<file path="config.mk">
export PLATFORM = sky130hd
export DESIGN_NAME = crc_unit
export DESIGN_NICKNAME = d
export VERILOG_FILES = /design/src/hdl/crc_unit_pkg.sv /design/src/hdl/crc_unit.sv
export SDC_FILE = /design/constraint.sdc
export NUM_CORES = 1
export LEC_CHECK = 0
export BUFFER_PORTS_ARGS = -buffer_cell sky130_fd_sc_hd__buf_4
export CAP_MARGIN = 0
export CORE_ASPECT_RATIO = 1.2
export CORE_UTILIZATION = 62
export CTS_CLUSTER_DIAMETER = 80
export DETAILED_ROUTE_END_ITERATION = 12
export PLACE_DENSITY = 0.79
export SKIP_LAST_GASP = 1
export SYNTH_ARGS = -nofsm -noshare
export SYNTH_HDL_FRONTEND = slang
export SYNTH_SLANG_ARGS = --single-unit
</file>
<file path="constraint.sdc">
create_clock -name sys_clk_i -period 8.1 [get_ports sys_clk_i]
set_clock_uncertainty 0.05 [all_clocks]
set_input_delay 0.81 -clock sys_clk_i [delete_from_list [all_inputs] [get_ports sys_clk_i]]
set_output_delay 0.81 -clock sys_clk_i [all_outputs]
set_load 0.02 [all_outputs]
</file>
<file path="src/hdl/crc_unit_pkg.sv">
/*
 crc unit package: register addresses, field positions, reset values and
 the structs carried on the register bus and the flash read port.
 assumes an 8-bit special function register bus driven by the processor
 core, and a byte-wide flash read port outside this block.
*/
package crc_unit_pkg;
	localparam logic [7:0] ADDR_CONTROL = 8'hDF;
	localparam logic [7:0] ADDR_INPUT = 8'h9C;
	localparam logic [7:0] ADDR_RESULT = 8'h9E;
	localparam logic [7:0] ADDR_AUTO_CFG = 8'h9A;
	localparam logic [7:0] ADDR_BLOCK_CNT = 8'h9B;
	localparam logic [7:0] ADDR_BIT_REV = 8'h9D;
	localparam logic [15:0] CRC_POLY = 16'h1021;
	localparam logic [15:0] PRESET_ZERO = 16'h0000;
	localparam logic [15:0] PRESET_ONES = 16'hFFFF;
	localparam logic [15:0] RESULT_RESET = 16'h0000;
	localparam int CTL_INIT_BIT = 3;
	localparam int CTL_SEL_BIT = 2;
	localparam int CTL_PTR_BIT = 0;
	localparam logic [3:0] CTL_FIXED_HI = 4'h1;
	localparam logic [7:0] CONTROL_RESET = 8'h10;
	localparam int AUTO_EN_BIT = 7;
	localparam int PAGE_W = 6;
	localparam int FLASH_AW = PAGE_W + 8;
	localparam logic [7:0] REG8_RESET = 8'h00;
	localparam int FIFO_DEPTH = 16;

	typedef struct packed {
		logic wr;
		logic rd;
		logic [7:0] addr;
		logic [7:0] wdata;
	} sfr_req_t;

	typedef struct packed {
		logic req;
		logic [FLASH_AW-1:0] addr;
	} flash_req_t;

	typedef struct packed {
		logic valid;
		logic [7:0] data;
	} flash_rsp_t;

	// one whole byte of the polynomial division per call
	function automatic logic [15:0] crc_byte(input logic [15:0] acc, input logic [7:0] b);
		logic [15:0] c;
		c = acc ^ {b, 8'h00};
		for (int i = 0; i < 8; i++) begin
			c = c[15] ? ({c[14:0], 1'b0} ^ CRC_POLY) : {c[14:0], 1'b0};
		end
		return c;
	endfunction
endpackage

</file>
<file path="src/hdl/crc_unit.sv">
/*
 crc unit: byte fifo, register file, crc engine and flash auto-scan.
 assumes the processor holds an access while cpu_stall_o is high and that
 the flash answers each one-cycle request with one valid byte later.
*/
`timescale 1ns/1ps
`default_nettype none

module byte_fifo #(
	parameter int WIDTH = 8,
	parameter int DEPTH = 16
) (
	// clock and reset
	input wire logic sys_clk_i,
	input wire logic rst_ni,
	// fill side
	input wire logic in_valid_i,
	input wire logic [WIDTH-1:0] in_data_i,
	output logic in_ready_o,
	// drain side
	output logic out_valid_o,
	output logic [WIDTH-1:0] out_data_o,
	input wire logic out_ready_i
);
	localparam int AW = $clog2(DEPTH);
	typedef struct packed {
		logic [DEPTH-1:0][WIDTH-1:0] mem;
		logic [AW-1:0] wp;
		logic [AW-1:0] rp;
		logic [AW:0] cnt;
	} fifo_st_t;
	fifo_st_t s_q, s_d;
	logic push, pop;

	// pointers wrap by overflow, so depth must be a power of two
	assign in_ready_o = s_q.cnt != (AW+1)'(DEPTH);
	assign out_valid_o = s_q.cnt != '0;
	assign out_data_o = s_q.mem[s_q.rp];
	assign push = in_valid_i & in_ready_o;
	assign pop = out_valid_o & out_ready_i;

	// next state of storage and counters
	always_comb begin
		s_d = s_q;
		if (push) begin
			s_d.mem[s_q.wp] = in_data_i;
			s_d.wp = s_q.wp + 1'b1;
		end
		if (pop) begin
			s_d.rp = s_q.rp + 1'b1;
		end
		if (push && !pop) begin
			s_d.cnt = s_q.cnt + 1'b1;
		end else if (pop && !push) begin
			s_d.cnt = s_q.cnt - 1'b1;
		end
	end

	always_ff @(posedge sys_clk_i or negedge rst_ni) begin
		if (!rst_ni) begin
			s_q <= '0;
		end else begin
			s_q <= s_d;
		end
	end
endmodule

module crc_unit #(
	parameter int FIFO_W = 8,
	parameter int FIFO_D = crc_unit_pkg::FIFO_DEPTH
) (
	// clock and reset
	input wire logic sys_clk_i,
	input wire logic reset_n_i,
	// special function register bus
	input wire crc_unit_pkg::sfr_req_t sfr_i,
	output logic [7:0] sfr_rdata_o,
	output logic cpu_stall_o,
	// flash read port
	output crc_unit_pkg::flash_req_t flash_o,
	input wire crc_unit_pkg::flash_rsp_t flash_i
);
	import crc_unit_pkg::*;

	typedef enum logic [1:0] {ST_IDLE, ST_REQ, ST_WAIT, ST_DRAIN} auto_st_t;
	typedef struct packed {
		logic [15:0] crc;
		logic sel;
		logic ptr;
		logic [7:0] auto_cfg;
		logic [7:0] blk_cnt;
		logic [7:0] flip;
		logic [7:0] rdata;
		auto_st_t st;
		logic [FLASH_AW-1:0] faddr;
		logic [7:0] left;
	} state_t;

	localparam state_t STATE_RESET = '{
		crc: RESULT_RESET,
		sel: CONTROL_RESET[CTL_SEL_BIT],
		ptr: CONTROL_RESET[CTL_PTR_BIT],
		auto_cfg: REG8_RESET,
		blk_cnt: REG8_RESET,
		flip: REG8_RESET,
		rdata: REG8_RESET,
		st: ST_IDLE,
		faddr: '0,
		left: REG8_RESET
	};

	state_t s_q, s_d;
	logic [1:0] rst_sync_q;
	logic rst_n;
	logic busy, access, hit_res, wr_take, rd_take;
	logic f_in_valid, f_in_ready, f_out_valid;
	logic [FIFO_W-1:0] f_in_data, f_out_data;
	logic [7:0] flip_in, ctl_rd;

	// reset release through two flops; assertion stays asynchronous
	always_ff @(posedge sys_clk_i or negedge reset_n_i) begin
		if (!reset_n_i) begin
			rst_sync_q <= 2'b00;
		end else begin
			rst_sync_q <= {rst_sync_q[0], 1'b1};
		end
	end
	assign rst_n = rst_sync_q[1];

	// bus acceptance: result and control wait until queued bytes are folded,
	// so a read never returns a stale result and init never overtakes input
	assign busy = s_q.st != ST_IDLE;
	assign access = sfr_i.wr | sfr_i.rd;
	assign hit_res = (sfr_i.addr == ADDR_RESULT) | (sfr_i.addr == ADDR_CONTROL);
	assign cpu_stall_o = busy
		| (access & (sfr_i.addr == ADDR_INPUT) & ~f_in_ready)
		| (access & hit_res & f_out_valid);
	assign wr_take = sfr_i.wr & ~cpu_stall_o;
	assign rd_take = sfr_i.rd & ~cpu_stall_o & ~sfr_i.wr;

	// fifo source: flash bytes during a scan, processor bytes otherwise
	assign f_in_valid = busy ? ((s_q.st == ST_WAIT) & flash_i.valid)
		: (wr_take & (sfr_i.addr == ADDR_INPUT));
	assign f_in_data = busy ? flash_i.data : sfr_i.wdata;

	byte_fifo #(
		.WIDTH(FIFO_W),
		.DEPTH(FIFO_D)
	) u_fifo (
		.sys_clk_i(sys_clk_i),
		.rst_ni(rst_n),
		.in_valid_i(f_in_valid),
		.in_data_i(f_in_data),
		.in_ready_o(f_in_ready),
		.out_valid_o(f_out_valid),
		.out_data_o(f_out_data),
		.out_ready_i(1'b1)
	);

	// mirrored copy of the written byte, one wire per bit
	for (genvar g = 0; g < 8; g++) begin : g_flip
		assign flip_in[g] = sfr_i.wdata[7-g];
	end

	// control read image: init bit is a trigger and always reads zero
	always_comb begin
		ctl_rd = 8'h00;
		ctl_rd[7:4] = CTL_FIXED_HI;
		ctl_rd[CTL_SEL_BIT] = s_q.sel;
		ctl_rd[CTL_PTR_BIT] = s_q.ptr;
	end

	// flash port from state flops; request also gated by fifo room
	assign flash_o.req = (s_q.st == ST_REQ) & f_in_ready;
	assign flash_o.addr = s_q.faddr;
	assign sfr_rdata_o = s_q.rdata;

	// next state: engine fold, register writes and reads, scan sequencer
	always_comb begin
		s_d = s_q;
		if (f_out_valid) begin
			s_d.crc = crc_byte(s_q.crc, f_out_data);
		end
		if (wr_take) begin
			case (sfr_i.addr)
				ADDR_CONTROL: begin
					s_d.sel = sfr_i.wdata[CTL_SEL_BIT];
					s_d.ptr = sfr_i.wdata[CTL_PTR_BIT];
					if (sfr_i.wdata[CTL_INIT_BIT]) begin
						s_d.crc = sfr_i.wdata[CTL_SEL_BIT] ? PRESET_ONES : PRESET_ZERO;
					end
					// any control write starts an armed scan; zero blocks is a no-op
					if (s_q.auto_cfg[AUTO_EN_BIT] && s_q.blk_cnt != 8'h00) begin
						s_d.st = ST_REQ;
						s_d.faddr = {s_q.auto_cfg[PAGE_W-1:0], 8'h00};
						s_d.left = s_q.blk_cnt;
					end
				end
				ADDR_RESULT: begin
					if (s_q.ptr) begin
						s_d.crc[15:8] = sfr_i.wdata;
					end else begin
						s_d.crc[7:0] = sfr_i.wdata;
					end
					s_d.ptr = ~s_q.ptr;
				end
				ADDR_AUTO_CFG: begin
					s_d.auto_cfg = sfr_i.wdata;
				end
				ADDR_BLOCK_CNT: begin
					s_d.blk_cnt = sfr_i.wdata;
				end
				ADDR_BIT_REV: begin
					s_d.flip = flip_in;
				end
				default: begin
				end
			endcase
		end
		if (rd_take) begin
			case (sfr_i.addr)
				ADDR_CONTROL: begin
					s_d.rdata = ctl_rd;
				end
				ADDR_RESULT: begin
					s_d.rdata = s_q.ptr ? s_q.crc[15:8] : s_q.crc[7:0];
					s_d.ptr = ~s_q.ptr;
				end
				ADDR_AUTO_CFG: begin
					s_d.rdata = s_q.auto_cfg;
				end
				ADDR_BLOCK_CNT: begin
					s_d.rdata = s_q.blk_cnt;
				end
				ADDR_BIT_REV: begin
					s_d.rdata = s_q.flip;
				end
				default: begin
					s_d.rdata = 8'h00;
				end
			endcase
		end
		// one flash byte in flight at a time keeps the fifo from overflowing
		case (s_q.st)
			ST_IDLE: begin
			end
			ST_REQ: begin
				if (f_in_ready) begin
					s_d.st = ST_WAIT;
				end
			end
			ST_WAIT: begin
				if (flash_i.valid) begin
					s_d.faddr = s_q.faddr + FLASH_AW'(1);
					s_d.st = ST_REQ;
					if (s_q.faddr[7:0] == 8'hFF) begin
						s_d.left = s_q.left - 8'h01;
						if (s_q.left == 8'h01) begin
							s_d.st = ST_DRAIN;
						end
					end
				end
			end
			ST_DRAIN: begin
				// stall holds until the last byte has been folded
				if (!f_out_valid) begin
					s_d.st = ST_IDLE;
				end
			end
			default: begin
				s_d.st = ST_IDLE;
			end
		endcase
	end

	always_ff @(posedge sys_clk_i or negedge rst_n) begin
		if (!rst_n) begin
			s_q <= STATE_RESET;
		end else begin
			s_q <= s_d;
		end
	end
endmodule

`default_nettype wire

</file>
==> results of run 1 <==
==> logic make-up (layout without fill, tap and decap cells) <==
family | count (synthesis) | after routing | share of synthesized area [%]
other | 1 | 1 | 0.0328
AOI/OAI and AO/OA | 123 | 123 | 7.13
adders and majority gates | 11 | 11 | 1.20
xor gates and xnor gates | 35 | 35 | 2.81
and+or+nand+nor | 205 | 205 | 9.28
buffers and inverters | 98 | 116 | 5.74
DFF | 217 | 217 | 47.5
muxes | 233 | 233 | 26.4
==> layout by cell type, fill, tap and decap left out, types with 3 or more instances in the layout <==
| cell type | instances |
|---|---|
| and3_1 | 20 |
| and3_4 | 4 |
| or4_1 | 5 |
| mux2_2 | 49 |
| nand4_1 | 6 |
| inv_1 | 13 |
| xnor2_1 | 20 |
| mux4_2 | 28 |
| dfrtp_1 | 215 |
| mux2i_1 | 44 |
| nor2_1 | 41 |
| nand2_1 | 65 |
| nand2b_1 | 3 |
| a21oi_1 | 33 |
| mux2_4 | 35 |
| o221ai_1 | 12 |
| mux2_1 | 77 |
| nor4_1 | 6 |
| nor3_1 | 14 |
| clkinv_2 | 5 |
| clkbuf_8 | 5 |
| and2_1 | 6 |
| clkbuf_16 | 22 |
| o22ai_1 | 4 |
| nor2b_1 | 3 |
| a221oi_1 | 5 |
| a211oi_1 | 7 |
| o21ai_0 | 37 |
| buf_4 | 62 |
| a31oi_1 | 3 |
| xor2_1 | 13 |
| clkbuf_1 | 5 |
| nand3_1 | 14 |
| ha_1 | 11 |
==> through the flow <==
step / cell area [um^2] / worst slack, ns / hold slack [ns] / power (mW)
finish: 12300 / 3.95 / 0.0254 / 4.44
global route: 12300 / 3.64 / 0.00998 / 4.68
CTS: 12300 / 3.96 / 0.0129 / 4.46
detailed placement: 11600 / 3.86 / 0.289 / 3.41
global placement: 11600 / 3.91 / 0.286 / 3.34
floorplan: 11400 / 1.56 / 0.281 / 3.04
==> per-layer routing <==
metal	track usage [%]	vias up	wire length, um
li1	-	3347	-
met1	37.4	3741	10900
met2	47.9	229	12900
met3	3.60	65	1290
met4	13.1	0	1200
met5	0	-	0
==> worst paths after layout <==
| path | startpoint | end | cells past startpoint |
|---|---|---|---|
| setup / recovery | u_fifo.s_q[3] | u_fifo.s_q[3] | 14 |
| hold / removal | reset_n_i | rst_sync_q[1] | 1 |
| setup reg to reg | u_fifo.s_q[3] | u_fifo.s_q[3] | 14 |
| hold reg to reg | rst_sync_q[0] | rst_sync_q[1] | 0 |
| max in group asynchronous | rst_sync_q[1] | u_fifo.s_q[6] | 1 |
| min in group sys_clk_i | rst_sync_q[0] | rst_sync_q[1] | 0 |
==> flip-flops by register name (all words and copies together), names as in the netlist <==
signal,count
ctl_rd,2
flash_o,14
rst_sync_q,2
s_q,50
sfr_rdata_o,8
u_fifo.s_q,141
==> synthesized netlist by cell type, drive strengths merged (4+ instances only) <==
| master | count |
|---|---|
| buf | 56 |
| a211oi | 7 |
| and3 | 24 |
| o22ai | 4 |
| o221ai | 12 |
| and2 | 6 |
| xor2 | 13 |
| nor2 | 41 |
| o21ai | 37 |
| nand3 | 14 |
| inv | 13 |
| ha | 11 |
| a221oi | 5 |
| mux4 | 28 |
| nor4 | 8 |
| nand4 | 6 |
| clkbuf | 28 |
| a21oi | 34 |
| dfrtp | 217 |
| nand2 | 65 |
| mux2 | 161 |
| mux2i | 44 |
| xnor2 | 22 |
| or4 | 5 |
| nor3 | 15 |
==> area by class of cell <==
| cell class | count | area [um^2] |
|---|---|---|
| inverters | 14 | 65.1 |
| clock buffers | 32 | 638 |
| fillers | 1286 | 5760 |
| well taps | 224 | 280 |
| repair buffers | 62 | 465 |
| multi-input cells | 608 | 5360 |
| flip-flops and latches | 217 | 5440 |
| clock inverters | 8 | 101 |
==> critical path, delay by kind of cell (launching register included) <==
family,cells,cell delay (ns)
DFF,1,0.45
AOI/OAI and AO/OA,4,1.10
adders and majority gates,2,0.66
and+or+nand+nor,4,1.19
buffers and inverters,2,0.30
xor gates and xnor gates,2,0.28
==> power by group through the flow <==
stage	Clock, mW	Sequential, mW	Combinational (mW)
after global placement	0	1.69	1.66
after CTS	1.05	1.69	1.71
final	1.03	1.70	1.71
after global routing	1.09	1.73	1.86
after detailed placement	0	1.71	1.70
after floorplan	0	1.62	1.42
==> out/metrics.csv, run 1 <==
metric,value,unit
status,completed,
synth_edf_count,0,
power.switching,1.51,mW
core_area,18100,um^2
slew_headroom,33.3,%
power_leakage,5.70,nW
area_delta_synth_final,7.91,%
setup_violations,0,
die_w,126,um
port_buffers,52,
yosysWarnings,0,
gp_congestion,0.931,
rows,54,
synth_cell_types,67,
ys_ff_latch,217,
clk_latency,0.51,ns
synth_area_leaders,"dfrtp_1, mux2_1, mux4_2",
slew_viol_final,0,
final.setup.tns,0,ns
grtUsageTotal,28.6,%
drtIter0Drc,694,
rsz0062_at_grt,false,
routed_wl,26300,um
cts_max_level,1,
drive_gt1_share,24.4,%
synth_async_sr_flop_share,100,%
peakVddDrop,263,uV
max_stage_delay,0.64,ns
max_freq,241,MHz
cpMostUsedCell,ha_1,
cts-resized-gates,0,
synth.top_cell.area_share,47.5,%
swShare,34.0,%
path_max_fanout,25,
netlist_instances,923,
antenna_found_initial,0,
comb_power_share,38.5,%
postCtsSetupRepairBufs,0,
hold_viol,0,
hpwl,17300,um
critPathRequiredTime,8.44,ns
die_h,151,um
hold_path.class,input port to asynchronous set/reset pin,
cap_viol_max_count,0,
powerDensity,359,nW/um^2
cts.sinks,217,
period_share,51.3,%
min_period,4.15,ns
path_clk_slew,0.06,ns
seq_area_frac_synth,47.5,%
dp_cells,1125,
clockPowerShare,23.2,%
cts-root-buf,clkbuf_16,
ys.flop_type,dfrtp_1,
reg2reg_slack,3.95,ns
crit_type,flip-flop to flip-flop,
clock_path_buffers,3,
overflow,0,
worstSetupEndpointType,flip-flop,
grt_pass1_vias,7366,
grt_first_pass_wirelength,41500,um
cts_hold_buf,0,
tightest_slew,1.00,ns
wire_per_inst,22.5,um
avgSynthCellArea,12.4,um^2
io_pins,53,
viasPerCell,6.34,
cp_data_arrival_time,4.50,ns
p_int,2.93,mW
grt_max_degree,80,
instances_no_fill,1165,
cts_tree,built,
cp-start-kind,flip-flop,
synth_area_leader_cell,dfrtp_1,
start_util,63.2,%
antenna_cells,0,
cts_buffers,22,
synth_nets,963,
post-route-util,68.2,%
cp_slowest_cell,a21oi_2,
vias,7382,
drc,0,
dieArea,19000,um^2
syn-cell-area,11400,um^2
drtPass1Iterations,5,
drtAntennaViolNets,0,
finalNetCount,965,
seqPwrFrac,38.2,%
path_cells,"nor4_4, nand2b_1, clkinv_8, o41ai_4, or4_1, a21oi_2, ha_1, inv_1, ha_1, a21o_1, a21oi_1, xnor2_1, nor2_1, xor2_1",
Power figures use the tool's default switching activity.
==> run 2: changes to the inputs <==
Clock period 8.1 ns to 4.3 ns, I/O delays scaled along.
==> out/metrics.csv, run 2 (synthesis results as in run 1) <==
metric,value,unit,change
grtUsageTotal,28.8,%,+0.21 points
core_area,18100,um^2,unchanged
instances_no_fill,1172,,+0.60%
hold_viol,0,,unchanged
antenna_cells,0,,unchanged
min_period,3.59,ns,-0.561 ns
drtIter0Drc,675,,-2.7%
cts-resized-gates,0,,unchanged
postCtsSetupRepairBufs,0,,unchanged
reg2reg_depth,14,,unchanged
largest_reg_flops,141,,unchanged
cap_viol_max_count,0,,unchanged
clk_latency,0.52,ns,about the same
cts_buffers,23,,+4.5%
multi_input_area,5360,um^2,unchanged
overflow,0,,unchanged
max_freq,278,MHz,+16%
routed_wl,26400,um,+0.65%
place_area,11700,um^2,+0.43%
path_clk_slew,0.06,ns,about the same
path_max_fanout,25,,unchanged
r2r-start,u_fifo.s_q[2],,
powerDensity,673,nW/um^2,+87%
grt_max_degree,72,,-10%
crit_start,u_fifo.s_q[2],,
setup_violations,0,,unchanged
die_h,151,um,unchanged
area_delta_synth_final,8.28,%,
cts_max_level,1,,unchanged
worstSetupEndpointType,flip-flop,,
register_area,5440,um^2,unchanged
die_w,126,um,unchanged
final.setup.tns,0,ns,unchanged
drc,0,,unchanged
grt_pass1_vias,7614,,+3.4%
final.setup.worst_slack,0.709,ns,-3.24 ns
clock_path_buffers,3,,unchanged
fill_cells,1320,,+2.6%
power_leakage,5.72,nW,+0.31%
finalNetCount,972,,+0.73%
cp-start-kind,flip-flop,,
cts_hold_buf,1,,+1
viasPerCell,6.43,,+1.4%
cts.sinks,217,,unchanged
port_buffers,52,,unchanged
regMostFlops,u_fifo.s_q,,
start_util,63.2,%,unchanged
period_share,83.5,%,+32 points
dieArea,19000,um^2,unchanged
cts-root-buf,clkbuf_16,,
peakVddDrop,435,uV,+65%
slew_headroom,35.5,%,+2.2 points
io_pins,53,,unchanged
final_common_cell,dfrtp_1,,
layout_common_cells,"dfrtp_1, mux2_1, buf_4, nand2_1, mux2_2",,
reg2reg_slack,0.71,ns,-3.24 ns
tightest_slew,0.968,ns,-0.0329 ns
vias,7534,,+2.1%
whs_path_depth,2,,
antenna_found_initial,0,,unchanged
critPathRequiredTime,4.63,ns,-3.81 ns
status,completed,,
grt_first_pass_wirelength,42200,um,+1.8%
hold_path.class,input port to flip-flop,,
hpwl,17300,um,about the same
rows,54,,unchanged
cp-endpoint,u_fifo.s_q[3],,
gp_congestion,0.900,,-3.4%
dp_cells,1130,,+0.44%
drtPass1Iterations,5,,unchanged
slew_viol_final,0,,unchanged
wire_per_inst,22.5,um,about the same
drive_gt1_share,24.8,%,+0.35 points
drtAntennaViolNets,0,,unchanged
fin_area,12400,um^2,+0.34%
pre_cts_slack,0.704,ns,-3.15 ns
crit_type,flip-flop to flip-flop,,
reg2reg_to,u_fifo.s_q[3],,
whs,0.161,ns,+0.135 ns
rsz0062_at_grt,false,,
cp_data_arrival_time,3.92,ns,-0.58 ns
cts_tree,built,,
-- run 2: changes by cell type in the layout (fill, tap and decap cells not counted), sizes merged --
cell and delta:
dlygate4sd3 +1, bufinv -1, clkinv -2, buf +5, clkinvlp +2, inv +2
-- run 2: stage by stage --
stage                     total power [mW]  utilization, %
after floorplan                       5.72               -
after global placement                6.30            64.4
after detailed placement              6.41            64.4
after CTS                             8.38            68.4
after global routing                  8.82            68.4
final                                 8.34            68.4
-- run 2: per-layer routing --
metal  vias to the layer above  share of wire [%]  GRT usage [%]
li1                       3356                  -              -
met1                      3871                 41           37.4
met2                       243                 51           49.8
met3                        64                4.7           3.21
met4                         0                3.6           11.4
met5                         -                  0              0
-- run 2: layout make-up --
class | count | share of cell area (%)
timing repair buffer | 68 | 4.24
clock inverter | 9 | 0.666
multi-input combinational | 608 | 43.3
tap | 224 | 2.26
sequential | 217 | 43.9
inverter | 14 | 0.525
clock buffer | 32 | 5.16
-- run 2: worst min-delay path by stage --
stage                         end  startpoint  slack [ns]
finish                    s_q[46]    sfr_i[6]        0.16
global route              s_q[44]    sfr_i[4]        0.15
CTS                       s_q[44]    sfr_i[4]        0.14
detailed placement  rst_sync_q[0]   reset_n_i        0.17
global placement    rst_sync_q[0]   reset_n_i        0.16
floorplan           rst_sync_q[0]   reset_n_i        0.08
-- run 2: critical path, stage by stage (launching register included) --
cell and delay, ns:
dfrtp_1 0.46, nor4_4 0.36, nand2b_1 0.34, clkinv_8 0.23
o41ai_4 0.10, or4_1 0.43, a21oi_2 0.19, ha_1 0.25
inv_1 0.08, ha_1 0.30, a21o_1 0.18, a21oi_1 0.17
xnor2_1 0.14, nor2_1 0.06, xor2_1 0.14
-- run 2: report_power, final --
part / internal [mW] / total, mW / leakage, nW / switching [mW]
sequential: 2.70 / 3.30 / 2.84 / 0.595
combinational: 1.67 / 3.13 / 2.53 / 1.45
clock: 1.10 / 1.92 / 0.351 / 0.815
==> run 3: changes to the inputs <==
Settings changed: CORE_UTILIZATION 62 to 56, PLACE_DENSITY 0.79 to 0.76.
Clock period 4.3 ns to 2.9 ns, I/O delays scaled along.
==> out/metrics.csv, run 3 (synthesis results as in run 1) <==
metric,value,unit,change
power_leakage,6.09,nW,+6.5%
layout_common_cells,"dfrtp_1, buf_4, mux2_1, nand2_1, mux2_2",,
fill_cells,1439,,+9.0%
vias,7604,,+0.93%
drtAntennaViolNets,0,,unchanged
fin_area,13100,um^2,+5.8%
cp_data_arrival_time,3.24,ns,-0.68 ns
cap_viol_max_count,0,,unchanged
io_pins,53,,unchanged
cts_buffers,24,,+4.3%
overflow,0,,unchanged
peakVddDrop,585,uV,+35%
drtIter0Drc,415,,-39%
max_freq,346,MHz,+24%
finalNetCount,1025,,+5.5%
crit_type,flip-flop to flip-flop,,
clockPowerShare,23.5,%,+0.5 points
top_usage_layer,met2,,
clk_latency,0.52,ns,about the same
p_int,8.71,mW,+59%
gr-usage-met1,32.8,%,-4.6 points
path_max_fanout,3,,-88%
cts.sinks,217,,unchanged
setup_violations,0,,unchanged
start_util,57.9,%,-5.3 points
core_area,19800,um^2,+9.1%
hold_viol,0,,unchanged
tightest_slew,0.703,ns,-0.264 ns
seqPwrFrac,36.3,%,-3.2 points
cts_max_level,1,,unchanged
powerDensity,996,nW/um^2,+48%
grt_util_met3,3.34,%,+0.13 points
wire_per_inst,20.6,um,-8.4%
area_delta_synth_final,14.5,%,
die_w,132,um,+5.1%
clock_path_buffers,3,,unchanged
regMostFlops,u_fifo.s_q,,
status,completed,,
die_h,159,um,+5.2%
swShare,33.3,%,-0.99 points
rsz0062_at_grt,true,,
total_power,13.1,mW,+57%
largest_reg_flops,141,,unchanged
hpwl,18400,um,+6.2%
power.switching,4.35,mW,+52%
routed_wl,26100,um,-1.2%
drtPass1Iterations,5,,unchanged
final_common_cell,dfrtp_1,,
grt_first_pass_wirelength,41900,um,-0.70%
drc,0,,unchanged
slew_viol_final,0,,unchanged
port_buffers,52,,unchanged
place_area,12300,um^2,+5.1%
critPathRequiredTime,3.25,ns,-1.38 ns
final.setup.tns,0,ns,unchanged
cp-start-kind,flip-flop,,
grtUsageTotal,25.7,%,-3.0 points
rows,56,,+3.7%
drive_gt1_share,29.8,%,+5.0 points
dieArea,21000,um^2,+11%
min_period,2.89,ns,-0.703 ns
cts-root-buf,clkbuf_16,,
viasPerCell,6.02,,-6.4%
hold_path.class,input port to flip-flop,,
cts_tree,built,,
slew_headroom,52.9,%,+17 points
comb_power_share,40.2,%,+2.7 points
antenna_found_initial,0,,unchanged
worstSetupEndpointType,flip-flop,,
antenna_cells,0,,unchanged
period_share,99.6,%,+16 points
grt_max_degree,69,,-4.2%
gp_congestion,0.861,,-4.3%
grt_pass1_vias,7731,,+1.5%
path_clk_slew,0.06,ns,about the same
met2_usage,44.4,%,-5.3 points
-- run 3: cell types whose count changed in the layout (fill, tap and decap cells not counted), moves of 2 or more --
cell        previous run  this run
clkinv_2               4         8
clkbuf_1               6         3
ha_1                  11         9
ha_4                   0         2
clkbuf_8               3         6
inv_6                  2         0
buf_4                 66       106
clkinvlp_4             2         0
buf_12                 1        12
a21oi_1               33        31
-- run 3: final timing paths --
check | slack (ns) | from | cells after the start | end
min in group asynchronous | 0.05 | reset_n_i | 2 | rst_sync_q[1]
worst max-delay path | 0.01 | u_fifo.s_q[0] | 12 | u_fifo.s_q[2]
worst max register to register | 0.01 | u_fifo.s_q[0] | 12 | u_fifo.s_q[2]
max in group asynchronous | 1.79 | rst_sync_q[1] | 1 | u_fifo.s_q[6]
worst min-delay path | 0.03 | sfr_i[6] | 2 | s_q[46]
worst min register to register | 0.25 | rst_sync_q[1] | 0 | u_fifo.s_q[76]
-- run 3: cell type report --
type                    count  area [um^2]  area share, %
clock inverters            11          116          0.888
well taps                 261          327           2.49
clock buffers              33          694           5.30
repair buffers            120         1060           8.07
multi-input cells         608         5410           41.3
flip-flops and latches    217         5440           41.5
inverters                  14         65.1          0.496
-- run 3: critical path: stages, from the launching register on --
cell and delay, ns:
dfrtp_1 0.42, nor4_4 0.36, nand2b_4 0.12, clkinv_8 0.06, o41ai_4 0.07, or4_1 0.45, a21oi_4 0.19, ha_4 0.16
inv_2 0.05, ha_1 0.31, or3_1 0.35, a21oi_1 0.15, a21oi_1 0.05
-- run 3: routing by layer --
| metal | wire [um] | up-vias | share of wire, % |
|---|---|---|---|
| li1 | - | 3472 | - |
| met1 | 11100 | 3847 | 42 |
| met2 | 13100 | 207 | 50 |
| met3 | 894 | 78 | 3.4 |
| met4 | 1070 | 0 | 4.1 |
| met5 | 0 | - | 0 |
-- run 3: power by group through the flow --
stage | Combinational, mW | Sequential (mW) | Clock (mW)
floorplan | 3.98 | 4.51 | 0
global placement | 5.08 | 4.71 | 0
detailed placement | 5.22 | 4.77 | 0
CTS | 5.27 | 4.73 | 3.13
global route | 5.71 | 4.86 | 3.25
finish | 5.25 | 4.74 | 3.07
-- run 3: per-stage QoR --
step                      cells  worst slack, ns  utilization, %  hold slack, ns
final                      1264           0.0112            66.3          0.0283
after global routing       1264           -0.158            66.3          0.0172
after CTS                  1263          -0.0345            66.2          0.0183
after detailed placement   1218           -0.122            62.0          0.0242
after global placement     1218          -0.0845            62.0          0.0236
after floorplan             923           -0.331               -         -0.0556
-- run 3: repair_timing --
item | in CTS | in global routing
setup endpoints to repair | 129 | 134
hold buffers | 1 | 0
gates resized for setup | 1 | 6
buffers inserted | 0 | 1
pin swaps | 3 | 2
hold endpoints to repair | 2 | 0
